File: src/design/adcs_pkg.sv
package adcs_pkg;

  // Clock
  localparam int unsigned CLK_NS = 10;

  // Times as printed, in ns
  localparam int unsigned T_CYCLE_NS       = 1250;
  localparam int unsigned T_TRIG_HIGH_NS   = 10;
  localparam int unsigned T_TRIG_LOW_NS    = 10;
  localparam int unsigned T_BUSY_RISE_NS   = 25;
  localparam int unsigned T_CONV_MIN_NS    = 650;
  localparam int unsigned T_CONV_MAX_NS    = 850;
  localparam int unsigned T_READ_GUARD_NS  = 25;
  localparam int unsigned T_PART_RST_NS    = 55;
  localparam int unsigned T_PART_RST_MAX_NS = 2000;
  localparam int unsigned T_FULL_RST_NS    = 3000;
  localparam int unsigned T_PART_SETUP_NS  = 50;
  localparam int unsigned T_FULL_SETUP_NS  = 253000;
  localparam int unsigned T_WAKE_STBY_NS   = 1000;
  localparam int unsigned T_WAKE_SHDN_NS   = 10000000;
  localparam int unsigned T_POWER_UP_NS    = 10000000;

  // Least times round up, longest round down
  localparam int unsigned CYC_CYCLE       = (T_CYCLE_NS + CLK_NS - 1) / CLK_NS;
  localparam int unsigned CYC_TRIG_HIGH   = (T_TRIG_HIGH_NS + CLK_NS - 1) / CLK_NS;
  localparam int unsigned CYC_TRIG_LOW    = (T_TRIG_LOW_NS + CLK_NS - 1) / CLK_NS;
  localparam int unsigned CYC_BUSY_RISE   = T_BUSY_RISE_NS / CLK_NS;
  localparam int unsigned CYC_CONV_MAX    = T_CONV_MAX_NS / CLK_NS;
  localparam int unsigned CYC_READ_DURING = (T_CONV_MIN_NS - T_READ_GUARD_NS) / CLK_NS;
  localparam int unsigned CYC_PART_RST    = (T_PART_RST_NS + CLK_NS - 1) / CLK_NS;
  localparam int unsigned CYC_PART_RST_MAX = T_PART_RST_MAX_NS / CLK_NS;
  localparam int unsigned CYC_FULL_RST    = (T_FULL_RST_NS + CLK_NS - 1) / CLK_NS;
  localparam int unsigned CYC_PART_SETUP  = (T_PART_SETUP_NS + CLK_NS - 1) / CLK_NS;
  localparam int unsigned CYC_FULL_SETUP  = (T_FULL_SETUP_NS + CLK_NS - 1) / CLK_NS;
  localparam int unsigned CYC_WAKE_STBY   = (T_WAKE_STBY_NS + CLK_NS - 1) / CLK_NS;
  localparam int unsigned CYC_WAKE_SHDN   = (T_WAKE_SHDN_NS + CLK_NS - 1) / CLK_NS;
  localparam int unsigned CYC_POWER_UP    = (T_POWER_UP_NS + CLK_NS - 1) / CLK_NS;

  // Latency of the busy input synchroniser: three stages and the output register, no slack
  localparam int unsigned SYNC_LAT = 4;

  // Counter widths and reset values
  localparam int unsigned TIMER_W = 24;
  localparam int unsigned CNT_W   = 8;
  localparam int unsigned SPACE_W = 8;
  localparam logic [CNT_W-1:0]   CNT_RST   = 8'h00;
  localparam logic [SPACE_W-1:0] SPACE_RST = 8'h00;

  typedef enum logic [2:0] {
    ST_PWRUP  = 3'b000,
    ST_RESET  = 3'b001,
    ST_SETUP  = 3'b011,
    ST_IDLE   = 3'b010,
    ST_TRIGHI = 3'b110,
    ST_CONV   = 3'b111,
    ST_WAKE   = 3'b101
  } adcs_state_t;

endpackage

File: src/design/adcs_host.sv
// What this block does
// - Successive rising edges of the sample trigger are at least 1.25 us apart.
// - The sample trigger stays high and low for at least 10 ns each pulse.
// - Reads after a conversion start no earlier than the busy falling edge.
// - Reads during a conversion end at least 25 ns before busy falls.
// - A reset pulse of 55 to 2000 ns is partial and one of 3000 ns or more is full.
// - The first trigger waits 50 ns after a partial and 253 us after a full reset.
// - Conversions wait 1 us after standby and 10 ms after shutdown.
// - The initialising reset comes at least 10 ms after the supplies are stable.
`timescale 1ns/100ps
module adcs_host
#(
  parameter int unsigned PWRUP_CYC      = adcs_pkg::CYC_POWER_UP,
  parameter int unsigned FULL_SETUP_CYC = adcs_pkg::CYC_FULL_SETUP,
  parameter int unsigned SHDN_WAKE_CYC  = adcs_pkg::CYC_WAKE_SHDN
)
(
  // Clock and reset
  input  wire logic mclk,
  input  wire logic rst_n,
  // User requests
  input  wire logic convStart,
  input  wire logic resetStart,
  input  wire logic resetFull,
  input  wire logic wakeStart,
  input  wire logic wakeFromShutdown,
  // User status
  output logic      ready,
  output logic      startAck,
  output logic      convDone,
  output logic      convError,
  output logic      readAllowed,
  output logic      readDuringOk,
  // Converter pins
  output logic      sampleTrigger,
  output logic      adcReset,
  input  wire logic busyPin
);

  localparam int unsigned TW = adcs_pkg::TIMER_W;
  localparam int unsigned CW = adcs_pkg::CNT_W;
  localparam int unsigned SW = adcs_pkg::SPACE_W;

  adcs_pkg::adcs_state_t state;
  logic [TW-1:0]         timer;
  logic [CW-1:0]         convCnt;
  logic [SW-1:0]         spaceCnt;
  logic                  sawBusy;
  logic                  lastFull;
  logic                  busySync;

  adcs_sync u_busy_sync
  (
    .mclk  (mclk),
    .rst_n (rst_n),
    .din   (busyPin),
    .dout  (busySync)
  );

  assign ready    = (state == adcs_pkg::ST_IDLE) && (spaceCnt == SW'(0));
  assign startAck = ready && convStart && !resetStart && !wakeStart;

  assign readDuringOk = (state == adcs_pkg::ST_CONV) &&
                        (convCnt < CW'(adcs_pkg::CYC_READ_DURING));

  always_ff @(posedge mclk or negedge rst_n)
  begin
    if (!rst_n)
      spaceCnt <= adcs_pkg::SPACE_RST;
    else if (startAck)
      spaceCnt <= SW'(adcs_pkg::CYC_CYCLE - 1);
    else if (spaceCnt != SW'(0))
      spaceCnt <= spaceCnt - SW'(1);
  end

  // Sequencer; the power-up wait runs from reset release of this block
  always_ff @(posedge mclk or negedge rst_n)
  begin
    if (!rst_n)
    begin
      state         <= adcs_pkg::ST_PWRUP;
      timer         <= TW'(PWRUP_CYC - 1);
      sampleTrigger <= 1'b0;
      adcReset      <= 1'b0;
      lastFull      <= 1'b1;
      sawBusy       <= 1'b0;
      convCnt       <= adcs_pkg::CNT_RST;
      convDone      <= 1'b0;
      convError     <= 1'b0;
    end
    else
    begin
      convDone  <= 1'b0;
      convError <= 1'b0;
      case (state)
        adcs_pkg::ST_PWRUP:
          if (timer == TW'(0))
          begin
            state    <= adcs_pkg::ST_RESET;
            adcReset <= 1'b1;
            lastFull <= 1'b1;
            timer    <= TW'(adcs_pkg::CYC_FULL_RST - 1);
          end
          else
            timer <= timer - TW'(1);
        adcs_pkg::ST_RESET:
          if (timer == TW'(0))
          begin
            state    <= adcs_pkg::ST_SETUP;
            adcReset <= 1'b0;
            timer    <= lastFull ? TW'(FULL_SETUP_CYC - 1)
                                 : TW'(adcs_pkg::CYC_PART_SETUP - 1);
          end
          else
            timer <= timer - TW'(1);
        adcs_pkg::ST_SETUP:
          if (timer == TW'(0))
            state <= adcs_pkg::ST_IDLE;
          else
            timer <= timer - TW'(1);
        adcs_pkg::ST_IDLE:
          if (resetStart)
          begin
            state    <= adcs_pkg::ST_RESET;
            adcReset <= 1'b1;
            lastFull <= resetFull;
            timer    <= resetFull ? TW'(adcs_pkg::CYC_FULL_RST - 1)
                                  : TW'(adcs_pkg::CYC_PART_RST - 1);
          end
          else if (wakeStart)
          begin
            state <= adcs_pkg::ST_WAKE;
            timer <= wakeFromShutdown ? TW'(SHDN_WAKE_CYC - 1)
                                      : TW'(adcs_pkg::CYC_WAKE_STBY - 1);
          end
          else if (startAck)
          begin
            state         <= adcs_pkg::ST_TRIGHI;
            sampleTrigger <= 1'b1;
            timer         <= TW'(adcs_pkg::CYC_TRIG_HIGH - 1);
          end
        adcs_pkg::ST_TRIGHI:
          if (timer == TW'(0))
          begin
            state         <= adcs_pkg::ST_CONV;
            sampleTrigger <= 1'b0;
            sawBusy       <= 1'b0;
            convCnt       <= CW'(adcs_pkg::CYC_TRIG_HIGH);
          end
          else
            timer <= timer - TW'(1);
        adcs_pkg::ST_CONV:
        begin
          convCnt <= convCnt + CW'(1);
          // busy must show up, allowing for the synchroniser
          if (!sawBusy && busySync)
            sawBusy <= 1'b1;
          else if (!sawBusy &&
                   convCnt >= CW'(adcs_pkg::CYC_BUSY_RISE + adcs_pkg::SYNC_LAT))
          begin
            state     <= adcs_pkg::ST_IDLE;
            convError <= 1'b1;
          end
          else if (sawBusy && !busySync)
          begin
            state    <= adcs_pkg::ST_IDLE;
            convDone <= 1'b1;
          end
          // busy stuck beyond the longest conversion
          else if (convCnt >= CW'(adcs_pkg::CYC_CONV_MAX + adcs_pkg::SYNC_LAT))
          begin
            state     <= adcs_pkg::ST_IDLE;
            convError <= 1'b1;
          end
        end
        adcs_pkg::ST_WAKE:
          if (timer == TW'(0))
            state <= adcs_pkg::ST_IDLE;
          else
            timer <= timer - TW'(1);
        default:
        begin
          state         <= adcs_pkg::ST_IDLE;
          sampleTrigger <= 1'b0;
          adcReset      <= 1'b0;
        end
      endcase
    end
  end

  always_ff @(posedge mclk or negedge rst_n)
  begin
    if (!rst_n)
      readAllowed <= 1'b0;
    else if (startAck || (state == adcs_pkg::ST_RESET))
      readAllowed <= 1'b0;
    else if (state == adcs_pkg::ST_CONV && sawBusy && !busySync)
      readAllowed <= 1'b1;
  end

  // Helper counters for the checks below
  logic [TW-1:0] sinceRise;
  logic [TW-1:0] rstLen;
  logic [TW-1:0] sinceRstFall;
  logic [TW-1:0] sinceWake;

  always_ff @(posedge mclk or negedge rst_n)
  begin
    if (!rst_n)
    begin
      sinceRise    <= '1;
      rstLen       <= '0;
      sinceRstFall <= '0;
      sinceWake    <= '1;
    end
    else
    begin
      sinceRise    <= startAck ? TW'(0) : (&sinceRise ? sinceRise : sinceRise + TW'(1));
      rstLen       <= adcReset ? rstLen + TW'(1) : TW'(0);
      sinceRstFall <= adcReset ? TW'(0) :
                      (&sinceRstFall ? sinceRstFall : sinceRstFall + TW'(1));
      sinceWake    <= (state == adcs_pkg::ST_WAKE) ? TW'(0) :
                      (&sinceWake ? sinceWake : sinceWake + TW'(1));
    end
  end

  a_trig_spacing: assert property (@(posedge mclk) disable iff (!rst_n)
    $rose(sampleTrigger) |-> $past(sinceRise) >= TW'(adcs_pkg::CYC_CYCLE - 1))
    else $error("Trigger edges closer than the minimum cycle");

  a_trig_widths: assert property (@(posedge mclk) disable iff (!rst_n)
    $rose(sampleTrigger) |=> !sampleTrigger [*8])
    else $error("Trigger high or low width wrong");

  a_busy_rise: assert property (@(posedge mclk) disable iff (!rst_n)
    (state == adcs_pkg::ST_CONV && !sawBusy && !busySync &&
     convCnt >= CW'(adcs_pkg::CYC_BUSY_RISE + adcs_pkg::SYNC_LAT))
    |=> state == adcs_pkg::ST_IDLE && convError)
    else $error("Missing busy not flagged in time");

  a_conv_bound: assert property (@(posedge mclk) disable iff (!rst_n)
    state == adcs_pkg::ST_CONV |-> convCnt <= CW'(adcs_pkg::CYC_CONV_MAX + adcs_pkg::SYNC_LAT))
    else $error("Conversion watch ran past its limit");

  a_read_after: assert property (@(posedge mclk) disable iff (!rst_n)
    $rose(readAllowed) |-> convDone && !busySync && !sampleTrigger)
    else $error("Read allowed while busy");

  a_read_during: assert property (@(posedge mclk) disable iff (!rst_n)
    readDuringOk |-> convCnt < CW'(adcs_pkg::CYC_READ_DURING) && !readAllowed)
    else $error("Read window overlaps end of conversion");

  a_rst_length: assert property (@(posedge mclk) disable iff (!rst_n)
    $fell(adcReset) |-> (lastFull ? rstLen >= TW'(adcs_pkg::CYC_FULL_RST)
                        : (rstLen >= TW'(adcs_pkg::CYC_PART_RST) &&
                           rstLen <= TW'(adcs_pkg::CYC_PART_RST_MAX))))
    else $error("Reset pulse length outside its class");

  a_setup_wait: assert property (@(posedge mclk) disable iff (!rst_n)
    $rose(sampleTrigger) |-> $past(sinceRstFall) >=
      (lastFull ? TW'(FULL_SETUP_CYC) : TW'(adcs_pkg::CYC_PART_SETUP)))
    else $error("Trigger too soon after reset");

  a_wake_quiet: assert property (@(posedge mclk) disable iff (!rst_n)
    state == adcs_pkg::ST_WAKE |-> !sampleTrigger && !startAck)
    else $error("Trigger during wake-up wait");

  a_power_wait: assert property (@(posedge mclk) disable iff (!rst_n)
    state == adcs_pkg::ST_PWRUP |-> !adcReset && !sampleTrigger)
    else $error("Converter touched before power-up wait");

  a_conv_done: assert property (@(posedge mclk) disable iff (!rst_n)
    (state == adcs_pkg::ST_CONV && sawBusy && !busySync) |=> convDone && readAllowed)
    else $error("Busy fall did not complete the conversion");

  c_conv_done:  cover property (@(posedge mclk) disable iff (!rst_n) convDone);
  c_conv_error: cover property (@(posedge mclk) disable iff (!rst_n) convError);
  c_part_reset: cover property (@(posedge mclk) disable iff (!rst_n) $fell(adcReset) && !lastFull);
  c_wake_done:  cover property (@(posedge mclk) disable iff (!rst_n)
    $fell(state == adcs_pkg::ST_WAKE));

endmodule // adcs_host

File: src/design/adcs_sync.sv
`timescale 1ns/100ps
module adcs_sync
(
  // Clock and reset
  input  wire logic mclk,
  input  wire logic rst_n,
  // Asynchronous input and filtered level
  input  wire logic din,
  output logic      dout
);

  logic stage1;
  logic stage2;
  logic stage3;

  // Level changes only once the second and third stages agree
  always_ff @(posedge mclk or negedge rst_n)
  begin
    if (!rst_n)
    begin
      stage1 <= 1'b0;
      stage2 <= 1'b0;
      stage3 <= 1'b0;
      dout   <= 1'b0;
    end
    else
    begin
      stage1 <= din;
      stage2 <= stage1;
      stage3 <= stage2;
      if (stage2 == stage3)
        dout <= stage3;
    end
  end

endmodule // adcs_sync

File: config.mk
export PLATFORM = sky130hd
export DESIGN_NAME = adcs_host
export DESIGN_NICKNAME = d
export VERILOG_FILES = /design/src/design/adcs_pkg.sv /design/src/design/adcs_host.sv /design/src/design/adcs_sync.sv
export SDC_FILE = /design/constraint.sdc
export NUM_CORES = 1
export LEC_CHECK = 0
export ABC_AREA = 1
export BUFFER_PORTS_ARGS = -buffer_cell sky130_fd_sc_hd__buf_2
export CELL_PAD_IN_SITES_DETAIL_PLACEMENT = 1
export CELL_PAD_IN_SITES_GLOBAL_PLACEMENT = 1
export CORE_MARGIN = 3
export CORE_UTILIZATION = 49
export DETAILED_ROUTE_END_ITERATION = 8
export PLACE_DENSITY = 0.94
export SLEW_MARGIN = 20
export SYNTH_ARGS = -nofsm -noshare
export SYNTH_HDL_FRONTEND = slang
export SYNTH_HIERARCHICAL = 1
export SYNTH_SLANG_ARGS = --single-unit
export TNS_END_PERCENT = 50
File: constraint.sdc
create_clock -name mclk -period 4.4 [get_ports mclk]
set_input_delay 0.22 -clock mclk [delete_from_list [all_inputs] [get_ports mclk]]
set_output_delay 0.22 -clock mclk [all_outputs]
set_load 0.01 [all_outputs]
=== Yosys cells after proc, flatten, opt, wreduce, memory -nomap -nowiden ===
Cells that the tools add are included.

* Flip-flop bits (word level): 54
* Input bits: 8

* Add/subtract/negate cells: 3
* Magnitude comparators: 3
* Equality and inequality tests: 20
* Multiplexer cells: 49
* Bitwise operators: 2
* Reductions and logical operators: 35

{| class="wikitable"
|+ Operators by type and width
! operator !! number
|-
| 24-bit two-way mux || 6
|-
| 24-bit case mux with 4 select lines || 1
|-
| 3-bit two-way mux || 11
|-
| 24-bit logical NOT || 1
|-
| 8-bit two-way mux || 3
|-
| 24-bit by 1-bit subtractor with 24-bit output, second input constant || 1
|-
| 20-bit two-way mux || 1
|-
| 1-bit two-way mux || 19
|-
| 2-bit != test, second input constant || 9
|-
| 3-bit case mux with 6 select lines || 1
|-
| 8-bit case mux with 2 select lines || 1
|-
| 15-bit two-way mux || 1
|-
| 1-bit logical AND || 10
|-
| 3-bit == test, second input constant || 3
|-
| 9-bit two-way mux || 1
|-
| 3-bit AND reduction || 3
|-
| 8-bit by 1-bit adder with 8-bit output, second input constant || 1
|-
| 8-bit by 3-bit greater-or-equal comparator with 1-bit output, second input constant || 1
|-
| 8-bit by 7-bit greater-or-equal comparator with 1-bit output, second input constant || 1
|-
| 8-bit logical NOT || 1
|-
| 8-bit by 6-bit less-than comparator with 1-bit output, second input constant || 1
|-
| 2-bit nonzero test || 4
|-
| 8-bit nonzero test || 1
|-
| 8-bit by 1-bit subtractor with 8-bit output, second input constant || 1
|-
| other kinds (22) || 29
|}

=== Depth between registers and ports, before layout ===
Gate-level depths: netlist of the first run.

* Word-level depth: 9
* Mapped depth: 14
* Mapped depth without buffers: 13

=== Modules after synthesis ===
The synthesis of the first run kept the hierarchy.

{| class="wikitable"
|+ By module, submodules not included
! module !! times used !! cells an instance !! area an instance (µm²) !! seq. area each (µm²)
|-
| adcs_host || 1 || 535 || 3,617.2 || 1,267.5
|-
| adcs_sync || 1 || 8 || 116.4 || 100.1
|}

=== Worst setup path before layout of the first run ===
OpenSTA, ideal clock, no wires.

* Path kind: register -> register
* Start: reg timer[0]
* End: reg timer[6]
* Library setup time: 0.116 ns
* Arrival: 1.614 ns
* Required time: 4.284 ns
* Slack: 2.670 ns
* Stages on the path, launching flop included: 15
* Path buffers: 1
* Path through: dfstp_2 -> inv_1 -> ha_1 -> inv_1 -> nor2_1 -> nand2_1 -> nor2_1 -> nand3_4 -> o21ai_2 -> nand2_1 -> buf_2 -> nand2_1 -> nand2_1 -> nand2_1 -> nand2_1

* Cells in the longest elaborated chain, start to end: 3

{| class="wikitable"
|+ RTL lines
! item !! RTL line !! source
|-
| start, declared || adcs_host.sv:45 || <nowiki>logic [TW-1:0] timer;</nowiki>
|-
| start signal, assigned || adcs_host.sv:82 || <nowiki>timer <= TW'(PWRUP_CYC - 1);</nowiki>
|-
| start signal, assigned || adcs_host.sv:102 || <nowiki>timer <= TW'(adcs_pkg::CYC_FULL_RST - 1);</nowiki>
|-
| start signal, assigned || adcs_host.sv:105 || <nowiki>timer <= timer - TW'(1);</nowiki>
|-
| 24-bit by 1-bit subtractor with 24-bit output or 24-bit logical NOT (tied branches) || n/a ||
|-
| 24-bit two-way mux, or another cell as far along || adcs_host.sv:117, adcs_host.sv:143, adcs_host.sv:177 ||
|-
| 24-bit case mux with 4 select lines or 3-bit AND reduction (tied branches) || n/a ||
|}

Parallel ways exist; a longest one is shown, timed or not. The select of a mux whose other input is x is not followed.
A chain may end at the register's enable or synchronous reset.

=== Worst setup path after layout of the first run ===
* Start: reg timer[0]
* End: reg timer[20]

Same word-level chain as after synthesis.

==> metrics.txt, run 1 <==
H-tree depth=2; Area Growth Syn to Fin=7.24%; PwrDens=207 nW/um^2; Synth Register Bits=54; vias in the first global route=3919; MaxCap Viol Count=0; vias per cell=5.58; Die W=93.3 microns; outcome=finished clean; sequential area share after synthesis=36.6%; IO Pins=16; DR iter-0 viols=193; Vias=3691; Filler Cell Count=986; Tot GR Track Use=26.8%; critical path class=register to register; Max clock buf depth=2; max-slew violation count=0; Final Hold Fails=0; clock slew at reported path FFs=110 ps; beginning of the critical path=timer[0]$_DFFE_PN1P_; Placer Congestion=0.890; Period minus WS final=2320 ps; Startpoint Class=register; Mapped Cells=543; Routed Antenna Nets=0; DRC Markers=0; Tot Pwr=0.829 mW; ant diodes=0; Worst slew margin=52.1%; fmax=432 MHz; Setup crit end kind=register; layout cells sized above 1=13.3%; Unique masters post-synth=40; die area=8700 sq um; initial antenna violation count=0; synthesized net count=558; core area=7330 sq um; Mapped Avg Cell Area=6.88 sq um; setup TNS=0 ps; Layout Skew=8.31 ps; Inst Count DP=652; grt total ovfl=0; Die H=93.3 microns; fin cells=661; detailed placement HPWL=7.90 mm; first-pass detailed-route iteration total=5; leakage power=1.98 nW; Setup Viol. Count Final=0; total CTS buffers=5; Buffers on Ports=15; Min-Delay Path Class=primary input to asynchronous set/reset pin; Rows=31; Sink Count=54; Clock Latency Late Sink=320 ps; worst-path fanout max=12; global-route wire length before repair=18.7 mm; Nets=576; setup bufs post-CTS=0; fin crit share=52.6%; WL final=10.8 mm; RSZ-0062 raised after global routing=no; measured slew at the worst slew-check pin=716 ps; CTS Root Cell=clkbuf_8; wire per inst=16.4 microns; RR Startpoint=timer[0]$_DFFE_PN1P_; Critical Path AT=2530 ps; largest net degree at the start of global routing=55; Syn. warnings=6; mapped cell area=3730 sq um; CTS tree=yes; maximum vdd drop=138 uV; starting density of the core=50.9%; CP required=4620 ps
## cell families after synthesis
kind of cell / count (synthesis) / share of synthesized area [%]
AOI/OAI and AO/OA: 49 / 8.28
xor gates and xnor gates: 12 / 2.82
adders and majority gates: 7 / 2.35
buffers and inverters: 74 / 8.08
DFF: 54 / 36.6
and+or+nand+nor: 347 / 41.9
## worst max-delay path, stage by stage (launching register included)
cell,delay [ps]
dfstp_2,400
inv_1,150
ha_1,240
inv_1,70
nor2_1,120
nand2_1,70
nor2_1,200
nand3_4,160
o21ai_2,110
nand2_1,330
inv_1,140
nand2_1,100
nand2_1,90
nor2_1,40
## cells in the mapped netlist
library cell	n	area (sq um)
dfrtp_1	41	1030
nand4_1	18	113
inv_2	5	18.8
buf_2	2	10.0
nand3b_1	1	7.51
xnor2_1	3	26.3
nand2_1	169	634
nand4_4	1	21.3
o211ai_1	3	22.5
o21ai_4	1	16.3
a31oi_1	1	6.26
o21bai_1	1	7.51
nor2_4	5	56.3
inv_4	1	6.26
xor2_1	9	78.8
o21ai_2	4	35.0
ha_1	7	87.6
nand2_2	6	37.5
dfstp_2	13	342
a21oi_1	15	75.1
a22oi_1	1	7.51
nor3_1	9	45.0
nor3b_1	1	7.51
nor2_1	85	319
nand3_1	36	180
nor2_2	10	62.6
o31ai_1	1	7.51
o21ai_0	15	75.1
nand3_2	1	10.0
nand3_4	3	52.6
a211o_1	2	17.5
o22ai_1	2	12.5
buf_6	2	22.5
buf_4	1	7.51
clkbuf_1	1	3.75
nor3_2	1	10.0
o32ai_1	2	17.5
nor4_1	1	6.26
o311ai_0	1	8.76
inv_1	62	233
## path summary, 6_finish.rpt
kind	endpoint	slack (ps)	cells after the start
setup / recovery	timer[20]$_DFFE_PN0P_	2080	13
hold / removal	convCnt[2]$_DFFE_PN0P_	20	2
setup reg to reg	timer[20]$_DFFE_PN0P_	2080	13
hold reg to reg	u_busy_sync/stage2$_DFF_PN0_	360	0
max in group asynchronous	timer[22]$_DFFE_PN0P_	3910	2
min in group mclk	lastFull$_DFFE_PN1P_	220	3
## layout make-up
| type | instances | area [sq um] | area share, % |
|---|---|---|---|
| multi-input cells | 415 | 2060 | 51.6 |
| flip-flops and latches | 54 | 1370 | 34.2 |
| inverters | 68 | 258 | 6.44 |
| well taps | 99 | 124 | 3.09 |
| repair buffers | 17 | 92.6 | 2.31 |
| clock buffers | 5 | 68.8 | 1.72 |
| clock inverters | 3 | 28.8 | 0.719 |
## metrics by stage
| step | utilization, % | hold slack (ps) | setup WS [ps] | cell area (sq um) |
|---|---|---|---|---|
| 6_report | 54.6 | 23.2 | 2080 | 4000 |
| 3_5_place_dp | 53.1 | 335 | 2210 | 3900 |
| 5_1_grt | 54.6 | 89.8 | 1920 | 4000 |
| 4_1_cts | 54.6 | 57.9 | 2100 | 4000 |
| 2_1_floorplan | - | -75.6 | 2670 | 3730 |
| 3_3_place_gp | 53.1 | 329 | 2290 | 3900 |
## where the power goes
group	internal [mW]	switching, mW	total, mW
Clock	0.120	0.189	0.308
Combinational	0.00491	0.0149	0.0199
Sequential	0.499	0.00229	0.501
Total	0.624	0.206	0.829
## metal layers
layer  part of all wire [%]  GRT usage, %
met4                    1.9          8.42
met5                      0             0
met3                    3.9          3.46
met1                     44          34.1
met2                     50          47.1
## placed cells by master (no fill, tap or decap), types with 2 or more instances in the layout
cell type,n
nand2_1,169
nor2_1,85
inv_1,62
dfrtp_1,41
nand3_1,36
nand4_1,18
o21ai_0,15
a21oi_1,15
buf_2,15
dfstp_2,13
nor2_2,10
nor3_1,9
xor2_1,9
ha_1,7
nand2_2,6
nor2_4,5
inv_2,5
clkbuf_8,5
o21ai_2,4
nand3_4,3
o211ai_1,3
xnor2_1,3
a211o_1,2
o22ai_1,2
o32ai_1,2
## state kept, by name, indices dropped and copies added (netlist names), 3 cells and up
| register | count |
|---|---|
| spaceCnt | 8 |
| state | 3 |
| timer | 24 |
| convCnt | 8 |
## what timing repair did
action                    in CTS  in global routing
hold buffers                   1                  0
resized for setup              0                  0
hold endpoints to repair       1                  0
Power figures use the tool's default switching activity.
==> run 2, diff against run 1 <==
--- a/config.mk
+++ b/config.mk
@@ -5,14 +5,14 @@
 export SDC_FILE = /design/constraint.sdc
 export NUM_CORES = 1
 export LEC_CHECK = 0
-export ABC_AREA = 1
+export ABC_AREA = 0
 export BUFFER_PORTS_ARGS = -buffer_cell sky130_fd_sc_hd__buf_2
 export CELL_PAD_IN_SITES_DETAIL_PLACEMENT = 1
 export CELL_PAD_IN_SITES_GLOBAL_PLACEMENT = 1
 export CORE_MARGIN = 3
-export CORE_UTILIZATION = 49
+export CORE_UTILIZATION = 42
 export DETAILED_ROUTE_END_ITERATION = 8
-export PLACE_DENSITY = 0.94
+export PLACE_DENSITY = 0.83
 export SLEW_MARGIN = 20
 export SYNTH_ARGS = -nofsm -noshare
 export SYNTH_HDL_FRONTEND = slang
==> constraint.sdc (replaced) <==
create_clock -name mclk -period 2 [get_ports mclk]
set_input_delay 0.1 -clock mclk [delete_from_list [all_inputs] [get_ports mclk]]
set_output_delay 0.1 -clock mclk [all_outputs]
set_load 0.01 [all_outputs]
==> run 2 against run 1 <==
Compared with the run above: the run now ends with setup timing left; non-clock buffer count rose by 112; final cell count decreased by 7.6%; hold slack better by 180 ps; count of clock-buffer cells in the layout did not move; clock power grew to 2.5 times the previous value; die area grew 3.9%; combinational power rose to 3.8 times the previous value; power grew 140%; sequential cell count unchanged; critical path type unchanged; largest cell class unchanged; largest power group unchanged.
==> metrics.txt, run 2 <==
Synth Flop Type=dfrtp_1 (unchanged); leakage power=2.06 nW (was 1.98 nW); Area Growth Syn to Fin=48.0% (was 7.24%); Setup crit end kind=register (unchanged); ant diodes=0 (unchanged); top cell type's share of synthesized area=30.8% (was 27.5%); Mapped Avg Cell Area=8.48 sq um (was 6.88 sq um); Routed Antenna Nets=0 (unchanged); largest net degree at the start of global routing=29 (was 55); detailed placement HPWL=8.65 mm (was 7.90 mm); final instance area=4930 sq um (was 4000 sq um); Startpoint Class=register (unchanged); core area=7490 sq um (was 7330 sq um); Tot GR Track Use=35.7% (was 26.8%); Synth Register Bits=54 (unchanged); Max clock buf depth=2 (unchanged); Syn. warnings=6 (unchanged); met2 routed WL=8.46 mm (was 5.39 mm); maximum vdd drop=365 uV (was 138 uV); Placer Congestion=0.918 (was 0.890); Layout Skew=14.6 ps (was 8.31 ps); vias in the first global route=4341 (was 3919); R2R Setup Slk=-330 ps (was 2080 ps); H-tree depth=2 (unchanged); global-route wire length before repair=24.5 mm (was 18.7 mm); Top reg by flops=timer (unchanged); hold endpoint=lastFull$_DFFE_PN1P_; sequential area share after synthesis=41.0% (was 36.6%); starting density of the core=44.5% (was 50.9%); Die W=95.1 microns (was 93.3 microns); pre-CTS setup slack=-266 ps (was 2210 ps); Unique masters post-synth=64 (was 40); Worst slew margin=51.8% (was 52.1%); Mapped Cells=393 (was 543); Buffers on Ports=15 (unchanged); Synth area leaders=dfrtp_1 (31%), dfstp_2 (10%), o21ai_0 (6.2%) (was dfrtp_1 (27%), nand2_1 (17%), dfstp_2 (9.1%)); Min-Delay Path Class=primary input to register (was primary input to asynchronous set/reset pin); DR iter-0 viols=432 (was 193); CP required=2190 ps (was 4620 ps); layout cells sized above 1=43.6% (was 13.3%); Inst Count DP=574 (was 652); Nets=526 (was 576); Post-DP Area=4170 sq um (was 3900 sq um); most common cell after layout, fill and taps aside=buf_4 (was nand2_1); fin cells=611 (was 661); WL final=17.8 mm (was 10.8 mm); worst-path fanout max=12 (unchanged); mapped cell area=3330 sq um (was 3730 sq um); max-slew violation count=0 (unchanged); first-pass detailed-route iteration total=5 (unchanged); Sink Count=54 (unchanged); synthesized net count=408 (was 558); wl on met1=6.64 mm (was 4.80 mm); Post-synth EDFFs=0 (unchanged); hold wc startpoint=resetStart; die area=9040 sq um (was 8700 sq um); DRC Markers=0 (unchanged); violated checks=setup timing; most frequent cells after synthesis=nor2_1 (42), dfrtp_1 (41), o21ai_0 (41) (was nand2_1 (169), nor2_1 (85), inv_1 (62)); clock slew at reported path FFs=120 ps (was 110 ps); Die H=95.1 microns (was 93.3 microns); R2R depth=8 (was 13); vias per cell=7.03 (was 5.58); Crit Reg-Reg Endpoint=state[2]$_DFFE_PN0P_ (was timer[20]$_DFFE_PN0P_); Hold Path Cell Cnt=3; PwrDens=398 nW/um^2 (was 207 nW/um^2); fin crit share=117% (was 52.6%); WL met3=1.43 mm (was 424 microns); max FFs per register=24 (unchanged); Final Hold Fails=0 (unchanged); MaxCap Viol Count=0 (unchanged); wire per inst=29.1 microns (was 16.4 microns); final worst slack=-333 ps (was 2080 ps); Clock Latency Late Sink=320 ps (about the same); outcome=complete, but fails checks (was finished clean); RSZ-0062 raised after global routing=yes (was no); CTS Root Cell=clkbuf_8 (unchanged); Tot Pwr=1.96 mW (was 0.829 mW); fmax=429 MHz (was 432 MHz); grt total ovfl=0 (unchanged); initial antenna violation count=0 (unchanged); RR Startpoint=state[1]$_DFFE_PN0P_ (was timer[0]$_DFFE_PN1P_); most frequent cell after synthesis=nor2_1 (was nand2_1); Critical Path AT=2520 ps (was 2530 ps); top flop regs=timer x24, convCnt x8, spaceCnt x8 (unchanged); setup TNS=-5860 ps (was 0 ps); post-synth top area cell=dfrtp_1 (unchanged); Rows=31 (unchanged); IO Pins=16 (unchanged); DR top layer=met4 (unchanged); Setup Viol. Count Final=35 (was 0); Vias=4293 (was 3691); asr flop ratio synth=100% (unchanged); Period minus WS final=2330 ps (was 2320 ps); measured slew at the worst slew-check pin=723 ps (was 716 ps); CTS tree=yes (unchanged); total CTS buffers=5 (unchanged); critical path class=register to register (unchanged); most frequent cells in the layout=buf_4 (97), dfrtp_1 (41), nor2_1 (37), nand2_1 (34), a21oi_1 (20) (was nand2_1 (169), nor2_1 (85), inv_1 (62), dfrtp_1 (41), nand3_1 (36))
-- run 2: changes by cell type in the layout (fill, tap and decap cells not counted), moves of 6 or more --
| cell | before | now |
|---|---|---|
| nand3_1 | 36 | 5 |
| nand2b_1 | 0 | 7 |
| xor2_1 | 9 | 2 |
| nor4_1 | 1 | 7 |
| inv_1 | 62 | 12 |
| nand2_1 | 169 | 34 |
| buf_6 | 0 | 14 |
| nor2_1 | 85 | 37 |
| buf_4 | 1 | 97 |
| nor2_2 | 10 | 3 |
| nand4_1 | 18 | 6 |
| o21ai_1 | 0 | 19 |
-- run 2: how the worst max path moves through the flow --
stage | startpoint | endpoint | slack, ps | depth (start not counted)
5_1_grt | state[1]$_DFFE_PN0P_ | state[2]$_DFFE_PN0P_ | -300 | 8
4_1_cts | timer[1]$_DFFE_PN1P_ | timer[6]$_DFFE_PN0P_ | -120 | 8
6_report | state[1]$_DFFE_PN0P_ | state[2]$_DFFE_PN0P_ | -330 | 8
3_3_place_gp | timer[0]$_DFFE_PN1P_ | timer[6]$_DFFE_PN0P_ | -160 | 8
2_1_floorplan | timer[13]$_DFFE_PN0P_ | timer[6]$_DFFE_PN0P_ | -70 | 7
3_5_place_dp | timer[1]$_DFFE_PN1P_ | timer[8]$_DFFE_PN0P_ | -270 | 9
-- run 2: final cells by class --
cell class	instances	area, sq um
Multi-Input combinational cell	305	2240
Clock buffer	5	68.8
Sequential cell	54	1370
Clock inverter	3	40.0
Inverter	16	66.3
Timing Repair Buffer	129	1030
Fill cell	846	2560
Tap cell	99	124
-- run 2: through the flow --
stage	hold slack, ps	utilization, %
after floorplan	-196	-
after global placement	170	55.6
after detailed placement	180	55.6
after CTS	172	61.7
after global routing	227	65.9
final	203	65.9
-- run 2: power by group --
group / internal, mW / total (mW) / switching [mW]
Combinational: 0.0247 / 0.0753 / 0.0506
Sequential: 1.10 / 1.11 / 0.00875
Clock: 0.370 / 0.780 / 0.410
Total: 1.49 / 1.96 / 0.469
-- run 2: cell families after synthesis --
family / count (synthesis) / share of synthesized area [%]
compound gates: 129 / 25.1
xor+xnor: 6 / 1.58
fa+ha+maj: 8 / 2.97
buf+inv: 35 / 4.21
flops: 54 / 41.0
mux: 1 / 0.300
simple gates: 160 / 24.8
-- run 2: layer usage --
metal  vias up  track usage [%]
met1      2155             44.7
met4         0             19.1
met3       118             6.63
met5         -                0
met2       333             58.4
li1       1687                -
-- run 2: repair_timing --
action	CTS	global route
gates cloned	1	0
endpoints found under the setup margin	36	44
setup buffers	20	6
pin swaps	21	19
gates resized for setup	50	63
hold buffers	2	0
hold endpoints to repair	26	0
-- run 2: critical path: stages (launching register included) --
cell,delay [ps]
dfrtp_1,420
buf_4,200
xnor2_1,170
a21oi_1,280
a21boi_0,430
buf_4,240
nor4_2,60
o21ai_0,220
o21ai_0,170
